[src/rtl/byte_bus_pkg.sv]
// constants for the byte-wide bus cycle sequencer
`default_nettype none
package byte_bus_pkg;
  localparam int ADDR_W        = 20;
  localparam int DATA_W        = 8;
  localparam int SPACE_W       = 3;
  // transfer sizes on the request port
  localparam logic [1:0] SIZE_BYTE = 2'h0;
  localparam logic [1:0] SIZE_WORD = 2'h1;
  localparam logic [1:0] SIZE_LONG = 2'h2;
  // byte cycles per size
  localparam logic [2:0] BYTES_BYTE = 3'h1;
  localparam logic [2:0] BYTES_WORD = 3'h2;
  localparam logic [2:0] BYTES_LONG = 3'h4;
  // internal modify time of a read-modify-write, in half clocks (S8..S11)
  localparam logic [2:0] RMW_HOLD_HALVES = 3'h4;
  // each bus state is one half clock of the processor clock; one mclk cycle per state
  localparam int MCLK_PERIOD_NS = 10;
endpackage
`default_nettype wire

[src/rtl/byte_bus_cycle_master.sv]
// byte-wide asynchronous bus cycle sequencer: read, write and read-modify-write
`default_nettype none
module byte_bus_cycle_master
  import byte_bus_pkg::*;
#(
  parameter int AW = ADDR_W
) (
  input  wire logic               i_mclk,                 // state clock, one tick per bus state
  input  wire logic               i_rst,                  // synchronous reset, active high
  input  wire logic               i_req,                  // start a transfer (level, taken when idle)
  input  wire logic               i_write,                // 1 write, 0 read
  input  wire logic               i_atomic_test_set_op,   // read-modify-write of one byte
  input  wire logic [1:0]         i_size,                 // byte, word or long
  input  wire logic [AW-1:0]      i_addr,                 // first byte address
  input  wire logic [SPACE_W-1:0] i_space_code,           // address space code
  input  wire logic [31:0]        i_wdata,                // write data, most significant byte first
  input  wire logic               i_transfer_ack_n,       // pin: acknowledge
  input  wire logic               i_bus_fault_n,          // pin: bus fault
  input  wire logic               i_legacy_periph_sel_n,  // pin: legacy peripheral select
  input  wire logic [DATA_W-1:0]  i_data,                 // pin: data bus in
  output logic                    o_busy,                 // sequencer not idle
  output logic                    o_done,                 // transfer complete pulse
  output logic                    o_fault,                // with o_done: ended by bus fault
  output logic                    o_legacy,               // with o_done: diverted to legacy cycle
  output logic [31:0]             o_rdata,                // read data, right aligned
  output logic [AW-1:0]           o_addr,                 // pin: address bus
  output logic                    o_addr_oe,              // address bus driven
  output logic [SPACE_W-1:0]      o_space_code,           // pin: space code
  output logic                    o_space_oe,             // space code driven
  output logic                    o_rw,                   // pin: read high, write low
  output logic                    o_addr_strobe_n,        // pin: address strobe
  output logic                    o_lower_byte_strobe_n,  // pin: lower byte strobe
  output logic                    o_data_strobe_n,        // pin: data strobe
  output logic                    o_upper_byte_strobe_n,  // pin: upper byte strobe
  output logic [15:0]             o_data,                 // pin: data bus out
  output logic                    o_data_oe               // data bus driven
);

  typedef enum logic [6:0] {
    ST_IDLE = 7'h01,
    ST_RD   = 7'h02,
    ST_WR   = 7'h04,
    ST_MOD  = 7'h08,
    ST_RMWW = 7'h10,
    ST_TAIL = 7'h20,
    ST_END  = 7'h40
  } phase_e;

  phase_e              phase_q;
  logic [2:0]          st_q;          // state inside a half cycle: 0..7
  logic [2:0]          left_q;        // byte cycles still to run
  logic [AW-1:0]       addr_q;
  logic [31:0]         wdata_q;
  logic [31:0]         rdata_q;
  logic                rmw_q;
  logic                wr_q;
  logic                fault_q;
  logic                legacy_q;
  logic [2:0]          mod_q;
  logic                ack_s1_q, ack_s2_q, ack_s3_q;
  logic                flt_s1_q, flt_s2_q, flt_s3_q;
  logic                sel_s1_q, sel_s2_q, sel_s3_q;
  logic                ack_q, flt_q, sel_q;
  logic                armed_q;       // terminator released since this byte began

  // three-stage synchronisers; a level counts once stages two and three agree
  // the pins are asynchronous to i_mclk; the price is about four clocks of latency
  always_ff @(posedge i_mclk) begin
    if (i_rst) begin
      {ack_s1_q, ack_s2_q, ack_s3_q, ack_q} <= 4'hF;
      {flt_s1_q, flt_s2_q, flt_s3_q, flt_q} <= 4'hF;
      {sel_s1_q, sel_s2_q, sel_s3_q, sel_q} <= 4'hF;
    end else begin
      {ack_s1_q, ack_s2_q, ack_s3_q} <= {i_transfer_ack_n, ack_s1_q, ack_s2_q};
      {flt_s1_q, flt_s2_q, flt_s3_q} <= {i_bus_fault_n, flt_s1_q, flt_s2_q};
      {sel_s1_q, sel_s2_q, sel_s3_q} <= {i_legacy_periph_sel_n, sel_s1_q, sel_s2_q};
      if (ack_s2_q == ack_s3_q) ack_q <= ack_s3_q;
      if (flt_s2_q == flt_s3_q) flt_q <= flt_s3_q;
      if (sel_s2_q == sel_s3_q) sel_q <= sel_s3_q;
    end
  end

  logic active;
  logic wait_st;     // S4 or a wait state, on an even/falling boundary
  logic term;
  assign active  = (phase_q == ST_RD) || (phase_q == ST_WR) || (phase_q == ST_RMWW);
  assign wait_st = active && (st_q == 3'h4);
  assign term    = !ack_q || !flt_q || !sel_q;

  // the synchronised terminators lag the pins, so the previous byte's terminator
  // would still look valid at the next S4; a byte may only end after its
  // terminator has first been seen released (release wins over a same-cycle clear)
  always_ff @(posedge i_mclk) begin
    if (i_rst) armed_q <= 1'b0;
    else if (!term) armed_q <= 1'b1;
    else if ((phase_q == ST_IDLE && i_req) || (active && st_q == 3'h7)) armed_q <= 1'b0;
  end

  // state sequencing; st_q stands in S4 until a terminator is seen
  always_ff @(posedge i_mclk) begin
    if (i_rst) begin
      phase_q  <= ST_IDLE;
      st_q     <= 3'h0;
      left_q   <= 3'h0;
      mod_q    <= 3'h0;
      fault_q  <= 1'b0;
      legacy_q <= 1'b0;
    end else begin
      unique case (phase_q)
        ST_IDLE: begin
          fault_q  <= 1'b0;
          legacy_q <= 1'b0;
          st_q     <= 3'h0;
          if (i_req) begin
            phase_q <= i_write && !i_atomic_test_set_op ? ST_WR : ST_RD;
            if (i_atomic_test_set_op || i_size == SIZE_BYTE) left_q <= BYTES_BYTE;
            else if (i_size == SIZE_WORD) left_q <= BYTES_WORD;
            else left_q <= BYTES_LONG;
          end
        end
        ST_RD, ST_WR, ST_RMWW: begin
          // a stale terminator left from the previous byte does not count
          if (wait_st && !(term && armed_q)) st_q <= st_q;
          else if (wait_st && !sel_q && ack_q && flt_q) begin
            // strobes drop in the tail's last state so done never sees them low
            legacy_q <= 1'b1;
            st_q     <= 3'h6;
            phase_q  <= ST_TAIL;
          end else if (wait_st && !flt_q && ack_q) begin
            fault_q  <= 1'b1;
            phase_q  <= ST_TAIL;
          end else if (st_q == 3'h7) begin
            st_q   <= 3'h0;
            left_q <= left_q - 3'h1;
            if (rmw_q && phase_q == ST_RD) begin
              phase_q <= ST_MOD;
              mod_q   <= 3'h0;
            end else if (left_q == 3'h1) phase_q <= ST_END;
          end else st_q <= st_q + 3'h1;
        end
        ST_MOD: begin
          // S8..S11, then S12 and S13 are the first two of the write half
          mod_q <= mod_q + 3'h1;
          if (mod_q == RMW_HOLD_HALVES - 3'h1) begin
            phase_q <= ST_RMWW;
            st_q    <= 3'h0;
            left_q  <= BYTES_BYTE;
          end
        end
        ST_TAIL: begin
          st_q <= st_q + 3'h1;
          if (st_q == 3'h6) phase_q <= ST_END;
        end
        ST_END: phase_q <= ST_IDLE;
        default: phase_q <= ST_IDLE;
      endcase
    end
  end

  // request capture and address stepping; A0 goes out with each byte
  always_ff @(posedge i_mclk) begin
    if (i_rst) begin
      addr_q  <= '0;
      wdata_q <= 32'h0;
      rmw_q   <= 1'b0;
      wr_q    <= 1'b0;
    end else if (phase_q == ST_IDLE && i_req) begin
      addr_q  <= i_addr;
      rmw_q   <= i_atomic_test_set_op;
      wr_q    <= i_write && !i_atomic_test_set_op;
      if (i_size == SIZE_LONG) wdata_q <= i_wdata;
      else if (i_size == SIZE_WORD) wdata_q <= {i_wdata[15:0], 16'h0};
      else wdata_q <= {i_wdata[7:0], 24'h0};
    end else if (active && st_q == 3'h7 && !rmw_q) begin
      addr_q  <= addr_q + AW'(1);
      wdata_q <= {wdata_q[23:0], 8'h0};
    end
  end

  // read data captured as the S6/S7 boundary passes
  always_ff @(posedge i_mclk) begin
    if (i_rst) rdata_q <= 32'h0;
    else if (phase_q == ST_IDLE && i_req) rdata_q <= 32'h0;
    else if ((phase_q == ST_RD) && st_q == 3'h6 && term) rdata_q <= {rdata_q[23:0], i_data};
  end

  // bus pin drivers, registered from the current state
  logic as_on, ds_on, rw_low, d_on, a_on, fc_on;
  always_comb begin
    as_on  = 1'b0;
    ds_on  = 1'b0;
    rw_low = 1'b0;
    d_on   = 1'b0;
    a_on   = 1'b0;
    fc_on  = 1'b0;
    unique case (phase_q)
      ST_RD: begin
        fc_on = 1'b1;
        a_on  = st_q >= 3'h1;
        as_on = st_q >= 3'h2 && st_q <= 3'h6;
        ds_on = as_on;
        if (rmw_q && st_q >= 3'h2) as_on = 1'b1;
      end
      ST_WR: begin
        fc_on  = 1'b1;
        a_on   = st_q >= 3'h1;
        as_on  = st_q >= 3'h2 && st_q <= 3'h6;
        rw_low = st_q >= 3'h2;
        d_on   = st_q >= 3'h3;
        ds_on  = st_q >= 3'h4 && st_q <= 3'h6;
      end
      ST_MOD: begin
        fc_on = 1'b1;
        a_on  = 1'b1;
        as_on = 1'b1;
      end
      ST_RMWW: begin
        // st_q 0..7 stand for S12..S19
        fc_on  = 1'b1;
        a_on   = 1'b1;
        as_on  = st_q <= 3'h6;
        rw_low = st_q >= 3'h2;
        d_on   = st_q >= 3'h3;
        ds_on  = st_q >= 3'h4 && st_q <= 3'h6;
      end
      ST_TAIL: begin
        // faulted cycle runs three more states with strobes off; a legacy diversion
        // enters at the last one only
        fc_on  = 1'b1;
        a_on   = st_q <= 3'h5;
        rw_low = wr_q && st_q <= 3'h5;
        d_on   = wr_q && st_q <= 3'h5;
      end
      ST_IDLE, ST_END: begin
        as_on = 1'b0;
      end
      default: as_on = 1'b0;
    endcase
  end

  always_ff @(posedge i_mclk) begin
    if (i_rst) begin
      o_addr_strobe_n       <= 1'b1;
      o_lower_byte_strobe_n <= 1'b1;
      o_data_strobe_n       <= 1'b1;
      o_rw                  <= 1'b1;
      o_addr_oe             <= 1'b0;
      o_space_oe            <= 1'b0;
      o_data_oe             <= 1'b0;
      o_addr                <= '0;
      o_space_code          <= '0;
      o_data                <= 16'h0;
    end else begin
      o_addr_strobe_n       <= !as_on;
      o_lower_byte_strobe_n <= !ds_on;
      o_data_strobe_n       <= !ds_on;
      o_rw                  <= !rw_low;
      o_addr_oe             <= a_on;
      o_space_oe            <= fc_on;
      o_data_oe             <= d_on;
      o_addr                <= addr_q;
      if (phase_q == ST_IDLE && i_req) o_space_code <= i_space_code;
      // upper lines carry nothing meaningful in byte mode
      o_data                <= {8'h00, rmw_q ? (rdata_q[7:0] | 8'h80) : wdata_q[31:24]};
    end
  end

  // the modify step of test-and-set sets the top bit of the byte read
  assign o_upper_byte_strobe_n = 1'b1;
  assign o_busy   = phase_q != ST_IDLE;
  assign o_done   = phase_q == ST_END;
  assign o_fault  = fault_q;
  assign o_legacy = legacy_q;
  assign o_rdata  = rdata_q;

endmodule
`default_nettype wire

[config.mk]
export PLATFORM = sky130hd
export DESIGN_NAME = byte_bus_cycle_master
export DESIGN_NICKNAME = d
export VERILOG_FILES = /design/src/rtl/byte_bus_pkg.sv /design/src/rtl/byte_bus_cycle_master.sv
export SDC_FILE = /design/constraint.sdc
export NUM_CORES = 1
export LEC_CHECK = 0
export ABC_AREA = 1
export BUFFER_PORTS_ARGS = -buffer_cell sky130_fd_sc_hd__buf_2
export CORE_MARGIN = 2
export CORE_UTILIZATION = 40
export CTS_CLUSTER_DIAMETER = 30
export DETAILED_ROUTE_END_ITERATION = 7
export SYNTH_ARGS = -nofsm -noshare
export SYNTH_HDL_FRONTEND = slang
export SYNTH_SLANG_ARGS = --single-unit
[constraint.sdc]
create_clock -name i_mclk -period 1.97 [get_ports i_mclk]
set_clock_uncertainty 0.15 [all_clocks]
set_input_delay 0.394 -clock i_mclk [delete_from_list [all_inputs] [get_ports i_mclk]]
set_output_delay 0.394 -clock i_mclk [all_outputs]
set_load 0.02 [all_outputs]
### After elaboration in Yosys (flattened, before gate mapping)

Index checks and enable logic that the tools add are counted.

| operators by class | value |
|---|---|
| add/subtract/negate cells | 4 |
| magnitude comparators | 6 |
| eq/ne operators | 32 |
| mux-type cells | 55 |
| reductions and logical operators | 52 |

Operator list:

| cell | count |
|---|---|
| 2-to-1 mux 32 bit | 4 |
| 2-to-1 mux 7 bit | 9 |
| 2-to-1 mux 3 bit | 19 |
| 2-to-1 mux 20 bit | 2 |
| case mux 7 bit (4 select lines) | 1 |
| adder 20 x 1 -> 20 bit (second input constant) | 1 |
| != test 2 bit (second input constant) | 10 |
| logical AND 1 bit | 19 |
| case mux 3 bit (4 select lines) | 1 |
| AND reduction 6 bit | 2 |
| case mux 1 bit (2 select lines) | 5 |
| equality test 3 bit (second input constant) | 3 |
| zero test 1 bit | 9 |
| 2-to-1 mux 1 bit | 9 |
| case mux 3 bit (3 select lines) | 1 |
| 2-to-1 mux 8 bit | 1 |
| AND reduction 4 bit | 2 |
| OR reduction 2 bit | 4 |
| equality test 7 x 1 -> 1 bit (second input constant) | 1 |
| equality test 7 x 2 -> 1 bit (second input constant) | 1 |
| equality test 7 x 3 -> 1 bit (second input constant) | 1 |
| equality test 7 x 4 -> 1 bit (second input constant) | 1 |
| equality test 7 x 5 -> 1 bit (second input constant) | 1 |
| equality test 7 x 6 -> 1 bit (second input constant) | 1 |
| other kinds (29) | 41 |

| storage, ports and cells | value |
|---|---|
| flip-flop bits (word level) | 162 |
| input bits | 73 |
| output and inout bits | 83 |

### Depth between registers and ports, before layout

Gate-level depths: netlist (run 1).

| logic depth | value |
|---|---|
| word-level depth | 10 |
| gate-level depth with buffers | 14 |
| mapped depth without buffers | 13 |

### Worst setup path after synthesis (run 1)

Ideal clock, no wire load.

| path | value |
|---|---|
| path kind | register to register |
| start point | reg addr_q[0] |
| end point | reg addr_q[10] |
| setup time | 0.117 ns |
| data arrival time | 1.494 ns |
| data required time | 1.703 ns |
| path slack | 0.209 ns |
| stages on the path, launching flop included | 9 |
| clock period less this slack | 1.761 ns |
| cells stage by stage | dfxtp_1 > ha_1 > nand3_1 > nor2_1 > nand2_1 > nor2_1 > xor2_1 > o21ai_0 > a22o_1 |

| between the ends | value |
|---|---|
| word-level cells in the longest chain between the ends | 3 |

Ends and longest elaborated chain:

| element | line | text |
|---|---|---|
| start, declared | byte_bus_cycle_master.sv:52 | `logic [AW-1:0] addr_q;` |
| start signal, assigned | byte_bus_cycle_master.sv:168 | `addr_q <= i_addr;` |
| start signal, assigned | byte_bus_cycle_master.sv:175 | `addr_q <= addr_q + AW'(1);` |
| adder 20 x 1 -> 20 bit | byte_bus_cycle_master.sv:175 |  |
| 2-to-1 mux 20 bit | byte_bus_cycle_master.sv:174 | `end else if (active && st_q == 3'h7 && !rmw_q) begin` |
| 2-to-1 mux 20 bit | byte_bus_cycle_master.sv:167 | `end else if (phase_q == ST_IDLE && i_req) begin` |

No other way between the ends. The select of a mux whose other input is x is not followed.
A chain may end at the register's enable or synchronous reset.

### Worst setup path after layout (run 1)

| path | value |
|---|---|
| start point | reg phase_q[5] |
| end point | out o_busy |

| between the ends | value |
|---|---|
| word-level cells in the longest chain between the ends | 1 |

Ends and longest elaborated chain:

| element | line | text |
|---|---|---|
| start, declared | byte_bus_cycle_master.sv:49 | `phase_e phase_q;` |
| start signal, assigned | byte_bus_cycle_master.sv:115 | `phase_q <= i_write && !i_atomic_test_set_op ? ST_WR : ST_RD;` |
| != test 7 x 1 -> 1 bit | byte_bus_cycle_master.sv:270 | `assign o_busy = phase_q != ST_IDLE;` |
| end, declared | byte_bus_cycle_master.sv:21 | `output logic o_busy,` |

No other way between the ends.

==> reports/results.ini, run 1 <==
[global_routing]
grt_overflow_total = 0
grt_max_degree = 35
grt_pass1_vias = 5862
antenna_found_initial = 1
grt_pass1_wl_um = 28920
track_usage = 0.1985

[synthesis]
synth_compound_area_frac = 0.1876
synth-xor-area-share = 0.01281
yosysSeqAreaShare = 0.4509
synth-main-ff-cell = dfxtp_1
yosysWarnings = 0
syn_inst = 909
synth_simple_gate_area_frac = 0.2373
synthMuxAreaShare = 0
synth.avg_cell_area_um2 = 7.522
synthArstFlopShare = 0
ys_ff_latch = 154
yosys.area_share.adder = 0.01647
ys_types = 46
synth_edf_count = 0
syn_area_um2 = 6838
synth_top_family_by_area = simple AND/OR/NAND/NOR gates

[finish]
seq_area_um2 = 3099
layout_common_cells = nand2_1 (197), dfxtp_1 (147), buf_2 (144)
area_delta_synth_final_pct = 36.43
drive_above_1_share = 0.3324
nets = 1188
stdcell_area_um2 = 9329
layout_commonest_cell = nand2_1
multi_input_area_um2 = 3451
finish.utilization = 0.5606
fillers = 1530
diodes = 0

[floorplan]
core-area_um2 = 16640
io_pins = 156
die_y_um = 134.7
start_util = 0.4109
fp.dieW_um = 134.7
die_area_um2 = 18160
rows = 47

[clock_tree]
cts_tree = done
htree_levels = 4
cts_buffer_depth = 2
numCtsBuffers = 17
clockRootBuffer = clkbuf_16
clk_latency_ns = 0.43
clock_sinks = 154
path_clk_slew_ns = 0.07

[worst_setup_path]
ff2ff_setup_slack_ns = 0.01
arrival_ns = 1.49
crit_path_end_kind = output port
rr_endpoint = wdata_q[21]
worst-path-max-fanout = 3
worstPathRequired_ns = 1.43
reg2reg_depth = 10
cp-start-kind = flip-flop
rr_startpoint = phase_q[5]
worstSetupPathType = flip-flop to output port

[job]
drv_cap = 0

[timing]
fin_crit_sh = 1.032
rsz0062_at_grt = true
fmax_mhz = 492.1
setup_viol = 1
tns_ns = -0.06209
fin_crit_ns = 2.032
timing.final.hold_violations = 0
drv_slew = 0
worst_slack_ns = -0.06209

[power_and_ir_drop]
p_leak_nw = 4.192
finalPower_w = 0.01252
p_per_area_nw_per_um2 = 1342
vdd_drop_max_v = 0.0007118

[place]
place_area_um2 = 7955
gp_congestion = 0.8435
dpl.hpwl_um = 12570
portBuffers = 146

[routing]
drtAntennaViolNets = 0
routed_wl_um = 18390
routedWlPerCell_um = 13.74
vias = 6458
via_per_inst = 4.823
drt_iter0_markers = 354
drc = 0
first_pass_iters = 4

[run_status]
violations = negative setup slack
status = finished, violations left

[hold_path]
whs_endpoint = addr_q[15]
hold_path_class = primary input to flip-flop
holdPathStages = 3
hold_start = i_addr[15]

[area by class of cell]
| cell class | count | area share |
|---|---|---|
| Multi-Input combinational cell | 622 | 0.3699 |
| Sequential cell | 154 | 0.3322 |
| Timing Repair Buffer | 226 | 0.1671 |
| Clock buffer | 18 | 0.04708 |
| Inverter | 84 | 0.03769 |
| Tap cell | 220 | 0.02951 |
| Clock inverter | 14 | 0.01569 |
| Timing Repair inverter | 1 | 0.0008047 |
[report_power, final]
part | internal, W | switching (W)
Combinational | 0.00217 | 0.00299
Clock | 0.00183 | 0.00144
Sequential | 0.00372 | 0.000365
[cells by family after synthesis]
kind of cell    count (synthesis)
compound gates                225
xor+xnor                       10
fa+ha+maj                       9
buf+inv                       140
flops                         154
other cells                     2
simple gates                  369
[sequential cells by signal, indices dropped and copies added (netlist names), 3 cells and up]
signal,count
addr_q,20
left_q,3
mod_q,3
o_addr,20
o_data,8
o_rdata,32
o_space_code,3
phase_q,7
st_q,3
wdata_q,32
[cell usage after synthesis (2+ instances only)]
cell	count	area, um^2
nand2_1	205	769.5
dfxtp_1	154	3083
nor2_1	77	289.0
a21oi_1	74	370.4
inv_1	72	270.3
o21ai_0	71	355.3
nand3_1	36	180.2
o21ai_1	23	115.1
clkbuf_1	20	75.07
a31oi_1	19	118.9
buf_2	14	70.07
buf_4	14	105.1
o211ai_1	13	97.59
inv_2	11	41.29
or2_2	11	68.82
ha_1	9	112.6
xor2_1	9	78.83
nand2_2	8	50.05
nand4_1	8	50.05
buf_6	6	67.56
nor3_1	6	30.03
a211oi_1	5	37.54
nand3_2	5	50.05
o211a_1	5	50.05
a21oi_2	4	35.03
nor3_2	3	30.03
o31ai_1	3	22.52
a32oi_1	2	17.52
buf_1	2	7.510
conb_1	2	7.510
nor2_2	2	12.51
nor2_4	2	22.52
[worst max-delay path: stages (launching register included)]
cell,delay (ns)
dfxtp_4,0.36
inv_4,0.06
nand3_4,0.07
nor3_4,0.21
buf_6,0.14
clkinvlp_4,0.08
buf_6,0.13
[per-layer routing]
metal / vias up / part of all wire / global-route usage
li1: 3372 / - / -
met1: 2901 / 0.46 / 0.2582
met2: 158 / 0.46 / 0.3161
met3: 27 / 0.055 / 0.05443
met4: 0 / 0.022 / 0.07251
met5: - / 0 / 0
[worst max-delay path by stage]
| stage | startpoint | endpoint | depth (start not counted) |
|---|---|---|---|
| after CTS | phase_q[5] | o_busy | 6 |
| after global placement | phase_q[4] | wdata_q[13] | 10 |
| final | phase_q[5] | o_busy | 6 |
| after floorplan | addr_q[0] | addr_q[10] | 8 |
| after detailed placement | phase_q[5] | o_rdata[4] | 9 |
| after global routing | phase_q[4] | addr_q[14] | 13 |
[metrics by stage]
step	setup slack, ns	std cells	hold slack, ns
global placement	0.05281	1273	0.2437
floorplan	0.2090	916	0.2395
finish	-0.06209	1339	0.05514
global route	-0.1322	1339	0.05051
CTS	-0.05694	1326	0.04974
detailed placement	0.0001686	1273	0.2478
[what timing repair did]
item / in CTS / in global routing
hold buffers: 3 / 0
hold endpoints to repair: 3 / 0
pin swaps: 6 / 16
endpoints found under the setup margin: 6 / 89
resized for setup: 37 / 100
buffers inserted: 16 / 10
cloned: 2 / 4
No activity file was read; power rests on OpenSTA's default activity.
==> run 2: changes to the inputs <==
ABC_AREA = 0   (was 1)
==> reports/results.ini, run 2 <==
[timing]
rsz0062_at_grt = true
timing.final.hold_violations = 0  ; unchanged
drv_slew = 0  ; unchanged
timing.slew.headroom = 0.6022
setup_viol = 105  ; +104
fin_crit_ns = 2.259  ; +0.2267 ns
worst_slack_ns = -0.2888  ; -0.2267 ns
fin_crit_sh = 1.147  ; +0.1151
worstMarginPinSlew_ns = 0.5952
fmax_mhz = 442.7  ; -10%

[clock_tree]
clk_latency_ns = 0.42  ; about the same
htree_levels = 4  ; unchanged
cts_buffer_depth = 2  ; unchanged
path_clk_slew_ns = 0.06  ; about the same
numCtsBuffers = 17  ; unchanged
clock_sinks = 154  ; unchanged
clockRootBuffer = clkbuf_16
cts_tree = done

[routing]
via_per_inst = 5.278  ; +9.4%
routed_wl_um = 22560  ; +23%
first_pass_iters = 5  ; +1
drc = 0  ; unchanged
drt_iter0_markers = 303  ; -14%
vias = 6756  ; +4.6%
routedWlPerCell_um = 17.62  ; +28%
drtAntennaViolNets = 0  ; unchanged

[synthesis]
syn_inst = 790  ; -13%
synth_compound_area_frac = 0.1726  ; -0.01499
syn_area_um2 = 6968  ; +1.9%
synth-xor-area-share = 0.02245  ; +0.009637
yosysWarnings = 0  ; unchanged
ys_ff_latch = 154  ; unchanged
ys_types = 65  ; +41%
synthTopCellsByCount = dfxtp_1 (154), nand2_1 (100), a21oi_1 (79), nor2_1 (71), a211oi_1 (49)
ys_top_cells_by_area = dfxtp_1 (44%), mux2i_1 (5.9%), a21oi_1 (5.7%)
synthMuxAreaShare = 0.06051  ; +0.06051
synth_top_area_frac = 0.4424  ; -0.008420
yosysSeqAreaShare = 0.4424  ; -0.008420
yosys.area.top_type = dfxtp_1
synth_simple_gate_area_frac = 0.2291  ; -0.008203
synth_top_family_by_area = simple AND/OR/NAND/NOR gates
synth_edf_count = 0  ; unchanged
synth-main-ff-cell = dfxtp_1
synthArstFlopShare = 0  ; unchanged
yosysMostFrequentCell = dfxtp_1
yosys.area_share.adder = 0.01616  ; -0.0003075
synth.avg_cell_area_um2 = 8.820  ; +17%

[global_routing]
grt_pass1_wl_um = 32420  ; +12%
grt_overflow_total = 0  ; unchanged
grt_max_degree = 39  ; +11%
antenna_found_initial = 0  ; -1
track_usage = 0.2233  ; +0.02472
grt_pass1_vias = 6245  ; +6.5%

[floorplan]
start_util = 0.4057  ; -0.005204
fp.dieW_um = 136.0  ; +0.92%
core-area_um2 = 17180  ; +3.2%
die_y_um = 136.0  ; +0.92%
rows = 48  ; +2.1%
io_pins = 156  ; unchanged
die_area_um2 = 18490  ; +1.8%

[worst_setup_path]
rr_startpoint = phase_q[3]
rr_endpoint = phase_q[1]
arrival_ns = 2.46  ; +0.97 ns
ff2ff_setup_slack_ns = -0.29  ; -0.30 ns
reg2reg_depth = 7  ; -3
worst-path-max-fanout = 5  ; +2
worstPathRequired_ns = 2.17  ; +0.74 ns
cp-start-kind = flip-flop
crit_path_end_kind = flip-flop
worstSetupPathType = flip-flop to flip-flop
startpoint = phase_q[3]

[place]
dpl.hpwl_um = 13010  ; +3.5%
dp_slack_ns = -0.3055  ; -0.3056 ns
portBuffers = 146  ; unchanged
gp_congestion = 0.9001  ; +6.7%

[hold_path]
hold_start = i_space_code[2]
holdPathStages = 3  ; unchanged
hold_path_class = primary input to flip-flop
whs_endpoint = o_space_code[2]

[power_and_ir_drop]
vdd_drop_max_v = 0.0007558  ; +6.2%
p_per_area_nw_per_um2 = 1181  ; -12%
p_leak_nw = 4.619  ; +10%

[finish]
diodes = 0  ; unchanged
drive_above_1_share = 0.5318  ; +0.1993
nets = 1124  ; -5.4%
layout_commonest_cell = dfxtp_1
layout_common_cells = dfxtp_1 (147), buf_2 (143), nand2_1 (88)
area_delta_synth_final_pct = 62.02
finish.utilization = 0.6573  ; +0.09671

[run_status]
status = finished, violations left
violations = negative setup slack

[job]
drv_cap = 0  ; unchanged

==> run 2: how the worst max path moves through the flow <==
| stage | to | slack [ns] |
|---|---|---|
| after floorplan | st_q[0] | -0.06 |
| after global placement | o_addr_strobe_n | -0.20 |
| after detailed placement | phase_q[2] | -0.31 |
| after CTS | o_busy | -0.33 |
| after global routing | phase_q[2] | -0.35 |
| final | phase_q[1] | -0.29 |
==> run 2: stage by stage <==
stage / instance area, um^2 / cells / hold WS [ns] / power [W] / setup TNS [ns]
CTS: 10510 / 1262 / 0.03400 / 0.01259 / -19.15
global placement: 8539 / 1190 / 0.2476 / 0.007302 / -10.05
floorplan: 7087 / 797 / 0.2395 / 0.005961 / -1.010
detailed placement: 8539 / 1190 / 0.2499 / 0.007344 / -14.86
global route: 11290 / 1280 / 0.05260 / 0.01389 / -20.28
finish: 11290 / 1280 / 0.05433 / 0.01333 / -14.46
==> run 2: layer usage <==
| metal | global-route usage | routed length [um] | part of all wire |
|---|---|---|---|
| met5 | 0 | 0 | 0 |
| met4 | 0.08044 | 541 | 0.024 |
| met3 | 0.03915 | 1158 | 0.051 |
| met2 | 0.3490 | 10700 | 0.47 |
| met1 | 0.3094 | 10150 | 0.45 |
==> run 2: cell type report <==
class / count / area, um^2
clock buffer: 20 / 456.7
fill: 1338 / 5887
timing repair buffer: 295 / 2515
clock inverter: 12 / 127.6
tap: 225 / 281.5
multi-input combinational: 563 / 4766
inverter: 11 / 43.79
sequential: 154 / 3099
==> run 2: repair_timing <==
action | in CTS | in global routing
gates resized for setup | 182 | 149
cloned | 13 | 5
endpoints found under the hold margin | 3 | 0
endpoints found under the setup margin | 111 | 113
hold buffers | 3 | 0
pin swaps | 27 | 65
buffers inserted | 24 | 20
==> run 2: cell families after synthesis <==
group | Yosys count
and+or+nand+nor | 305
adders and majority gates | 9
AOI/OAI and AO/OA | 181
DFF | 154
xor gates and xnor gates | 17
muxes | 42
other | 2
buffers and inverters | 80
==> run 2: report_power, final <==
| group | internal, W | switching, W |
|---|---|---|
| registers | 0.00360 | 0.000358 |
| logic | 0.00313 | 0.00301 |
| clock network | 0.00184 | 0.00139 |
==> run 2: worst max-delay path, stage by stage (launching register included) <==
cell	delay, ns
dfxtp_4	0.35
buf_4	0.16
nor4b_4	0.39
a32oi_1	0.20
o2111ai_2	0.28
nand4_4	0.15
or3_4	0.39
a21oi_2	0.13
